[src/bhrp_consts.svh]
// register offsets, field positions and reset values of the host port
`ifndef BHRP_CONSTS_SVH
`define BHRP_CONSTS_SVH
`define BHRP_OFS_SEED3      8'h00
`define BHRP_OFS_SEED2      8'h01
`define BHRP_OFS_SEED1      8'h02
`define BHRP_OFS_SEED0      8'h03
`define BHRP_OFS_LENGTH     8'h04
`define BHRP_OFS_TAP        8'h05
`define BHRP_OFS_CONTROL    8'h06
`define BHRP_OFS_ERRINS     8'h07
`define BHRP_OFS_BITCNT3    8'h08
`define BHRP_OFS_BITCNT2    8'h09
`define BHRP_OFS_BITCNT1    8'h0a
`define BHRP_OFS_BITCNT0    8'h0b
`define BHRP_OFS_ERRCNT3    8'h0c
`define BHRP_OFS_ERRCNT2    8'h0d
`define BHRP_OFS_ERRCNT1    8'h0e
`define BHRP_OFS_ERRCNT0    8'h0f
`define BHRP_OFS_RXPAT3     8'h10
`define BHRP_OFS_RXPAT2     8'h11
`define BHRP_OFS_RXPAT1     8'h12
`define BHRP_OFS_RXPAT0     8'h13
`define BHRP_OFS_STATUS     8'h14
`define BHRP_OFS_INTMASK    8'h15
`define BHRP_OFS_TEST       8'h1c
`define BHRP_FLD_LEN_MSB    4
`define BHRP_FLD_TAP_MSB    4
`define BHRP_RST_BYTE       8'h00
`define BHRP_RST_WORD       32'h0000_0000
`define BHRP_EDGE_ADDR      0
`define BHRP_EDGE_TXCLK     1
`define BHRP_EDGE_RXCLK     2
`define BHRP_EDGE_TXLOAD    3
`define BHRP_EDGE_CNTLOAD   4
`define BHRP_EDGE_RXLOAD    5
`define BHRP_EDGE_COUNT     6
`endif

[src/bhrp_pkg.sv]
// types shared by the bert host register port
package bhrp_pkg;
  typedef enum logic [1:0] {
    BUS_IDLE  = 2'b00,
    BUS_READ  = 2'b01,
    BUS_WRITE = 2'b11
  } bhrp_bus_state_type;

  typedef struct packed {
    logic transmitLoad;
    logic zeroSuppress;
    logic pseudoRandom;
    logic countLoad;
    logic receiveLoad;
    logic syncEnable;
    logic resync;
    logic loopback;
  } bhrp_ctrl_type;

  typedef struct packed {
    logic [31:0]   seed;
    logic [4:0]    lengthField;
    logic [4:0]    tapA;
    logic [4:0]    tapField;
    bhrp_ctrl_type ctrl;
    logic [7:0]    errorInsert;
    logic [7:0]    intMask;
    logic [7:0]    factoryTest;
  } bhrp_config_type;

  typedef struct packed {
    bhrp_bus_state_type busState;
    logic [7:0]    addr;
    logic [7:0]    wrData;
    logic [7:0]    rdData;
    logic          rdOe;
    logic [31:0]   seed;
    logic [7:0]    lengthReg;
    logic [7:0]    tapReg;
    bhrp_ctrl_type ctrl;
    logic [7:0]    errorInsert;
    logic [7:0]    intMask;
    logic [7:0]    factoryTest;
    logic [31:0]   bitCount;
    logic [31:0]   errCount;
    logic [31:0]   bitShadow;
    logic [31:0]   errShadow;
    logic [31:0]   rxShift;
    logic [31:0]   rxShadow;
    logic          pendTx;
    logic          pendCnt;
    logic          pendRx;
    logic          genLoad;
  } bhrp_state_type;
endpackage

[src/bhrp_edge_detect.sv]
// rising and falling edge detector for a group of synchronous levels
`timescale 1ns/1ps
`default_nettype none
module bhrp_edge_detect #(
  parameter int WIDTH = 1
) (
  input  wire logic             clk_sys,
  input  wire logic             reset_n,
  input  wire logic [WIDTH-1:0] level,
  output logic      [WIDTH-1:0] rise,
  output logic      [WIDTH-1:0] fall
);
  logic [WIDTH-1:0] prev_q;
  logic [WIDTH-1:0] prev_d;

  if (WIDTH < 1) begin : g_chk
    $error("edge detector needs at least one bit");
  end

  always_comb begin
    prev_d = level;
  end

  always_ff @(posedge clk_sys or negedge reset_n) begin
    if (!reset_n) begin
      prev_q <= '0;
    end else begin
      prev_q <= prev_d;
    end
  end

  assign rise = level & ~prev_q;
  assign fall = ~level & prev_q;
endmodule
`default_nettype wire

[src/bhrp_byte_pick.sv]
// picks one byte of a word, byte 3 at the lowest sub-address
`timescale 1ns/1ps
`default_nettype none
module bhrp_byte_pick (
  input  wire logic [31:0] word,
  input  wire logic [1:0]  sel,
  output logic      [7:0]  pick
);
  always_comb begin
    case (sel)
      2'h0: pick = word[31:24];
      2'h1: pick = word[23:16];
      2'h2: pick = word[15:8];
      2'h3: pick = word[7:0];
      default: pick = 8'h00;
    endcase
  end
endmodule
`default_nettype wire

[src/bhrp_host_port.sv]
// host register bank and multiplexed control port of the bit error tester
`timescale 1ns/1ps
`default_nettype none
`include "bhrp_consts.svh"
module bhrp_host_port #(
  parameter int COUNT_WIDTH = 32
) (
  input  wire logic                     clk_sys,
  input  wire logic                     reset_n,
  input  wire logic                     busTypeStrap,
  input  wire logic                     chipSelect_n,
  input  wire logic                     rdOrDs,
  input  wire logic                     wrOrRw,
  input  wire logic                     addressLatchStrobe,
  input  wire logic [7:0]               adIn,
  output logic      [7:0]               adOut,
  output logic                          adOe,
  input  wire logic                     transmitLineClock,
  input  wire logic                     receiveLineClock,
  input  wire logic                     receiveDisable,
  input  wire logic                     receiveData,
  input  wire logic                     receiveBitError,
  input  wire logic                     transmitLoadPin,
  input  wire logic                     countLoadPin,
  input  wire logic                     receiveLoadPin,
  input  wire logic [7:0]               statusIn,
  output bhrp_pkg::bhrp_config_type     cfg,
  output logic                          generatorLoad
);
  bhrp_pkg::bhrp_state_type st_q;
  bhrp_pkg::bhrp_state_type st_d;
  logic [`BHRP_EDGE_COUNT-1:0] lvl;
  logic [`BHRP_EDGE_COUNT-1:0] rise;
  logic [`BHRP_EDGE_COUNT-1:0] fall;
  logic [3*32-1:0]             groups;
  logic [3*8-1:0]              picked;
  logic                        readActive;
  logic                        writeActive;
  logic                        txEdge;
  logic                        rxEdge;
  logic                        rxCount;
  logic [7:0]                  readByte;

  if (COUNT_WIDTH != 32) begin : g_chk
    $error("counters must be 32 bits to fill four bytes");
  end

  always_comb begin
    if (busTypeStrap) begin
      readActive  = !chipSelect_n && rdOrDs && wrOrRw;
      writeActive = !chipSelect_n && rdOrDs && !wrOrRw;
    end else begin
      readActive  = !chipSelect_n && !rdOrDs;
      writeActive = !chipSelect_n && !wrOrRw;
    end
  end

  // load bits ORed with their pins
  assign lvl[`BHRP_EDGE_ADDR]    = addressLatchStrobe;
  assign lvl[`BHRP_EDGE_TXCLK]   = transmitLineClock;
  assign lvl[`BHRP_EDGE_RXCLK]   = receiveLineClock;
  assign lvl[`BHRP_EDGE_TXLOAD]  = transmitLoadPin | st_q.ctrl.transmitLoad;
  assign lvl[`BHRP_EDGE_CNTLOAD] = countLoadPin | st_q.ctrl.countLoad;
  assign lvl[`BHRP_EDGE_RXLOAD]  = receiveLoadPin | st_q.ctrl.receiveLoad;

  bhrp_edge_detect #(
    .WIDTH (`BHRP_EDGE_COUNT)
  ) u_edges (
    .clk_sys (clk_sys),
    .reset_n (reset_n),
    .level   (lvl),
    .rise    (rise),
    .fall    (fall)
  );

  assign txEdge  = rise[`BHRP_EDGE_TXCLK];
  assign rxEdge  = rise[`BHRP_EDGE_RXCLK];
  assign rxCount = rxEdge && !receiveDisable;

  // msb of each group in byte 3
  assign groups = {st_q.rxShadow, st_q.errShadow, st_q.bitShadow};

  for (genvar g = 0; g < 3; g++) begin : g_pick
    bhrp_byte_pick u_pick (
      .word (groups[g*32 +: 32]),
      .sel  (st_q.addr[1:0]),
      .pick (picked[g*8 +: 8])
    );
  end

  always_comb begin
    case (st_q.addr)
      `BHRP_OFS_SEED3:   readByte = st_q.seed[31:24];
      `BHRP_OFS_SEED2:   readByte = st_q.seed[23:16];
      `BHRP_OFS_SEED1:   readByte = st_q.seed[15:8];
      `BHRP_OFS_SEED0:   readByte = st_q.seed[7:0];
      `BHRP_OFS_LENGTH:  readByte = st_q.lengthReg;
      `BHRP_OFS_TAP:     readByte = st_q.tapReg;
      `BHRP_OFS_CONTROL: readByte = st_q.ctrl;
      `BHRP_OFS_ERRINS:  readByte = st_q.errorInsert;
      `BHRP_OFS_BITCNT3, `BHRP_OFS_BITCNT2,
      `BHRP_OFS_BITCNT1, `BHRP_OFS_BITCNT0: readByte = picked[7:0];
      `BHRP_OFS_ERRCNT3, `BHRP_OFS_ERRCNT2,
      `BHRP_OFS_ERRCNT1, `BHRP_OFS_ERRCNT0: readByte = picked[15:8];
      `BHRP_OFS_RXPAT3, `BHRP_OFS_RXPAT2,
      `BHRP_OFS_RXPAT1, `BHRP_OFS_RXPAT0: readByte = picked[23:16];
      `BHRP_OFS_STATUS:  readByte = statusIn;
      `BHRP_OFS_INTMASK: readByte = st_q.intMask;
      `BHRP_OFS_TEST:    readByte = st_q.factoryTest;
      default:           readByte = 8'h00;
    endcase
  end

  always_comb begin
    st_d         = st_q;
    st_d.genLoad = 1'b0;
    // address taken as the latch strobe falls
    if (fall[`BHRP_EDGE_ADDR]) begin
      st_d.addr = adIn;
    end
    // data phase follows the address phase
    case (st_q.busState)
      bhrp_pkg::BUS_IDLE: begin
        if (readActive) begin
          // byte driven while the read pulse lasts
          st_d.busState = bhrp_pkg::BUS_READ;
          st_d.rdData   = readByte;
          st_d.rdOe     = 1'b1;
        end else if (writeActive) begin
          st_d.busState = bhrp_pkg::BUS_WRITE;
          st_d.wrData   = adIn;
        end
      end
      bhrp_pkg::BUS_READ: begin
        // release when the read pulse ends
        if (!readActive) begin
          st_d.busState = bhrp_pkg::BUS_IDLE;
          st_d.rdOe     = 1'b0;
        end
      end
      bhrp_pkg::BUS_WRITE: begin
        if (writeActive) begin
          st_d.wrData = adIn;
        end else begin
          st_d.busState = bhrp_pkg::BUS_IDLE;
          // seed byte 3 holds bits 31..24
          case (st_q.addr)
            `BHRP_OFS_SEED3:   st_d.seed[31:24] = st_q.wrData;
            `BHRP_OFS_SEED2:   st_d.seed[23:16] = st_q.wrData;
            `BHRP_OFS_SEED1:   st_d.seed[15:8]  = st_q.wrData;
            `BHRP_OFS_SEED0:   st_d.seed[7:0]   = st_q.wrData;
            `BHRP_OFS_LENGTH:  st_d.lengthReg   = st_q.wrData;
            `BHRP_OFS_TAP:     st_d.tapReg      = st_q.wrData;
            `BHRP_OFS_CONTROL: st_d.ctrl        = st_q.wrData;
            `BHRP_OFS_ERRINS:  st_d.errorInsert = st_q.wrData;
            `BHRP_OFS_INTMASK: st_d.intMask     = st_q.wrData;
            `BHRP_OFS_TEST:    st_d.factoryTest = st_q.wrData;
            default:           st_d.seed        = st_q.seed;
          endcase
        end
      end
      default: begin
        st_d.busState = bhrp_pkg::BUS_IDLE;
        st_d.rdOe     = 1'b0;
      end
    endcase

    // loads wait for the line clock edge
    st_d.pendTx = (st_q.pendTx && !txEdge) || rise[`BHRP_EDGE_TXLOAD];
    st_d.pendCnt = (st_q.pendCnt && !rxEdge) || rise[`BHRP_EDGE_CNTLOAD];
    st_d.pendRx = (st_q.pendRx && !rxEdge) || rise[`BHRP_EDGE_RXLOAD];

    // generator loaded from the seed bytes
    if (st_q.pendTx && txEdge) begin
      st_d.genLoad = 1'b1;
    end

    if (rxCount) begin
      st_d.rxShift  = {st_q.rxShift[30:0], receiveData};
      st_d.bitCount = st_q.bitCount + 32'h0000_0001;
      if (receiveBitError) begin
        st_d.errCount = st_q.errCount + 32'h0000_0001;
      end
    end

    // last 32 received bits copied out
    if (st_q.pendRx && rxEdge) begin
      st_d.rxShadow = st_q.rxShift;
    end

    if (st_q.pendCnt && rxEdge) begin
      st_d.bitShadow = st_q.bitCount;
      st_d.errShadow = st_q.errCount;
      st_d.bitCount  = {31'h0000_0000, rxCount};
      st_d.errCount  = {31'h0000_0000, rxCount && receiveBitError};
    end
  end

  always_ff @(posedge clk_sys or negedge reset_n) begin
    if (!reset_n) begin
      st_q             <= '0;
      st_q.busState    <= bhrp_pkg::BUS_IDLE;
      st_q.seed        <= `BHRP_RST_WORD;
      st_q.lengthReg   <= `BHRP_RST_BYTE;
      st_q.tapReg      <= `BHRP_RST_BYTE;
      st_q.ctrl        <= `BHRP_RST_BYTE;
      st_q.errorInsert <= `BHRP_RST_BYTE;
      st_q.intMask     <= `BHRP_RST_BYTE;
      st_q.factoryTest <= `BHRP_RST_BYTE;
    end else begin
      st_q <= st_d;
    end
  end

  assign adOut         = st_q.rdData;
  assign adOe          = st_q.rdOe;
  assign generatorLoad = st_q.genLoad;

  always_comb begin
    cfg             = '0;
    cfg.seed        = st_q.seed;
    cfg.lengthField = st_q.lengthReg[`BHRP_FLD_LEN_MSB:0];
    cfg.tapA        = st_q.lengthReg[`BHRP_FLD_LEN_MSB:0];
    cfg.tapField    = st_q.tapReg[`BHRP_FLD_TAP_MSB:0];
    cfg.ctrl        = st_q.ctrl;
    cfg.errorInsert = st_q.errorInsert;
    cfg.intMask     = st_q.intMask;
    cfg.factoryTest = st_q.factoryTest;
  end
endmodule
`default_nettype wire

[config.mk]
export PLATFORM = sky130hd
export DESIGN_NAME = bhrp_host_port
export DESIGN_NICKNAME = d
export VERILOG_FILES = /design/src/bhrp_pkg.sv /design/src/bhrp_edge_detect.sv /design/src/bhrp_byte_pick.sv /design/src/bhrp_host_port.sv
export VERILOG_INCLUDE_DIRS = /design/src /design/src/src
export SDC_FILE = /design/constraint.sdc
export NUM_CORES = 1
export LEC_CHECK = 0
export BUFFER_PORTS_ARGS = -buffer_cell sky130_fd_sc_hd__buf_4
export CAP_MARGIN = 0
export CORE_ASPECT_RATIO = 1.4
export CORE_MARGIN = 2
export CORE_UTILIZATION = 45
export DETAILED_ROUTE_END_ITERATION = 8
export GPL_TIMING_DRIVEN = 1
export PLACE_DENSITY = 0.73
export SYNTH_ARGS = -nofsm -noshare
export SYNTH_HDL_FRONTEND = slang
export SYNTH_HIERARCHICAL = 1
export SYNTH_SLANG_ARGS = --single-unit
[constraint.sdc]
create_clock -name clk_sys -period 2.5 [get_ports clk_sys]
set_clock_uncertainty 0.1 [all_clocks]
set_input_delay 0.375 -clock clk_sys [delete_from_list [all_inputs] [get_ports clk_sys]]
set_output_delay 0.375 -clock clk_sys [all_outputs]
set_load 0.01 [all_outputs]
==> results.sh <==
export IMPL_std_cell_rows=78
export IMPL_drt_total_wl_um=37000
export IMPL_tritoncts="done"
export IMPL_core_region_area_um2=32500
export IMPL_drv_max_cap_violation_count=0
export IMPL_drt_first_iter_violations=694
export IMPL_power_density_cell_area_nw_per_um2=650
export IMPL_grt_setup_unrepaired="false"
export IMPL_wire_length_of_the_first_global_routing_pass_um=58400
export IMPL_cp_required_ns=2.89
export IMPL_post_layout_cell_count=1831
export IMPL_setup_tns_final_ns=0
export IMPL_place_hpwl_um=26500
export IMPL_startpoint_type="flip-flop"
export IMPL_dr_total_vias=10174
export IMPL_grt_overflow=0
export IMPL_number_of_clock_sinks=309
export IMPL_slew_viol_final=0
export IMPL_first_global_vias=10388
export IMPL_start_util=0.457
export IMPL_layout_drive_gt1_share=0.327
export IMPL_cts_htree_levels=1
export IMPL_hold_path_class="in -> reg"
export IMPL_max_slew_margin=0.481
export IMPL_post_route_worst_setup_slack_ns=0.105
export IMPL_num_fill_cells=2695
export IMPL_max_clock_freq_mhz=418
export IMPL_synthCells=1301
export IMPL_place_gp_congestion=0.922
export IMPL_netlist_area_um2=14800
export IMPL_grt_util_all_layers=0.217
export IMPL_nets=1403
export IMPL_grt_antenna_before_repair=0
export IMPL_worst_path_max_fanout=24
export IMPL_die_ht_um=219
export IMPL_power_static_leakage_nw=8.19
export IMPL_post_drt_wl_per_cell_um=20.2
export IMPL_outcome="finished clean"
export IMPL_insertion_delay_ns=0.55
export IMPL_cp_arrival_ns=2.78
export IMPL_cts_made_buffers=28
export IMPL_ctsRootBufferMaster="sky130_fd_sc_hd__clkbuf_16"
export IMPL_timing_final_setup_violations=0
export IMPL_boundaryPins=120
export IMPL_tightestPinTransition_ns=0.779
export IMPL_floorplan_die_area_um2=34500
export IMPL_drtPass1Iterations=7
export IMPL_clock_path_buffers=3
export IMPL_port_buffer_count=119
export IMPL_drt_drc_violations_left=0
export IMPL_ant_nets=0
export IMPL_period_share=0.958
export IMPL_n_antenna_cell=0
export IMPL_clk_transition_reported_paths_ns=0.07
export IMPL_grt_max_degree=76
export IMPL_synth_fp_nets=1334
export IMPL_placedCellCount=1761
export IMPL_peakVddDrop_v=0.000500
export IMPL_endpoint_class_of_the_critical_path="flip-flop"
export IMPL_synthesis_yosys_warnings=6
export IMPL_fin_crit_ns=2.39
export IMPL_syn_area_per_cell_um2=11.4
export IMPL_flow_area_growth_from_synthesis_pct=14.9
export IMPL_hold_viol_final=0
export IMPL_setup_worst_path_class="reg -> reg"
export IMPL_die_w_um=158
export IMPL_avgViaCountPerCell=5.56
export IMPL_dpl_worst_slack_ns=0.0595
-- per-layer routing --
layer	routed length (µm)	track usage
met1	14400	0.263
met4	1870	0.118
met3	1660	0.0225
met5	0	0
met2	19100	0.379
-- final timing paths --
check	startpoint	endpoint	slack [ns]	depth (start not counted)
worst max-delay path	st_q[293]	adOut[1]	0.11	7
worst min-delay path	receiveDisable	st_q[165]	0.09	3
worst max register to register	st_q[293]	adOut[1]	0.11	7
worst min register to register	groups[22]	groups[22]	0.37	2
max in group asynchronous	reset_n	st_q[233]	1.21	3
min in group asynchronous	reset_n	u_edges/prev_q[4]	0.26	2
-- stage by stage --
| stage | hold WS (ns) | instance area, µm² | util | total power [mW] |
|---|---|---|---|---|
| 2_1_floorplan | -0.0206 | 14800 | - | 6.23 |
| 3_3_place_gp | 0.298 | 15900 | 0.489 | 6.73 |
| 3_5_place_dp | 0.297 | 15900 | 0.489 | 6.76 |
| 4_1_cts | 0.0657 | 17000 | 0.524 | 11.2 |
| 5_1_grt | 0.0859 | 17100 | 0.525 | 11.5 |
| 6_report | 0.0907 | 17100 | 0.525 | 11.1 |
-- cells in the final DEF, fill, tap and decap left out, drive strengths merged, types with 4 or more instances in the layout --
cell and n:
a21oi 21, a221oi 4, a22o 5, a22oi 9, a31oi 5, a32oi 4, and2 6, and2b 6
and3 10, and4 8, buf 178, clkbuf 37, clkinv 9, clkinvlp 4, dfrtp 309, dlygate4sd3 19
inv 21, mux2 166, mux2i 18, mux4 31, nand2 229, nand2b 7, nand3 27, nand3b 4
nand4 12, nor2 61, nor2b 6, nor3 20, nor3b 4, nor4 9, o2111ai 5, o211ai 6
o21ai 26, or2 5, or3 11, or4 8, xnor2 32, xor2 8
-- registers in the layout (all words and copies together), names as in the netlist --
register	flops
u_edges/prev_q	6
st_q	123
adOut	8
adOe	1
groups	96
cfg	74
generatorLoad	1
-- cell type report --
class | count | area (µm²) | share of cell area
sequential | 309 | 7730 | 0.453
multi-input combinational | 812 | 6080 | 0.356
timing repair buffer | 197 | 1670 | 0.0980
clock buffer | 37 | 816 | 0.0478
tap | 440 | 551 | 0.0323
clock inverter | 14 | 130 | 0.00763
inverter | 22 | 82.6 | 0.00484
-- power breakdown --
group	total, mW	leakage (nW)	switching (mW)	internal, mW
Combinational	1.10	3.50	0.575	0.522
Sequential	5.61	4.23	0.348	5.26
Clock	4.39	0.463	1.89	2.50
-- worst max-delay path, cell delays in order, from the launching register on --
cell and delay (ns):
sky130_fd_sc_hd__dfrtp_2 0.47, sky130_fd_sc_hd__buf_12 0.19, sky130_fd_sc_hd__nor2b_1 0.57, sky130_fd_sc_hd__o21ai_0 0.21
sky130_fd_sc_hd__a211oi_2 0.25, sky130_fd_sc_hd__buf_4 0.21, sky130_fd_sc_hd__nor3b_1 0.20, sky130_fd_sc_hd__a221o_1 0.13
-- timing repair --
action / CTS / global route
hold endpoints to repair: 91 / 0
endpoints found under the setup margin: 0 / 19
setup buffers: 0 / 0
gates resized for setup: 0 / 4
hold buffers: 19 / 0
(Power assumes the default switching activity.)
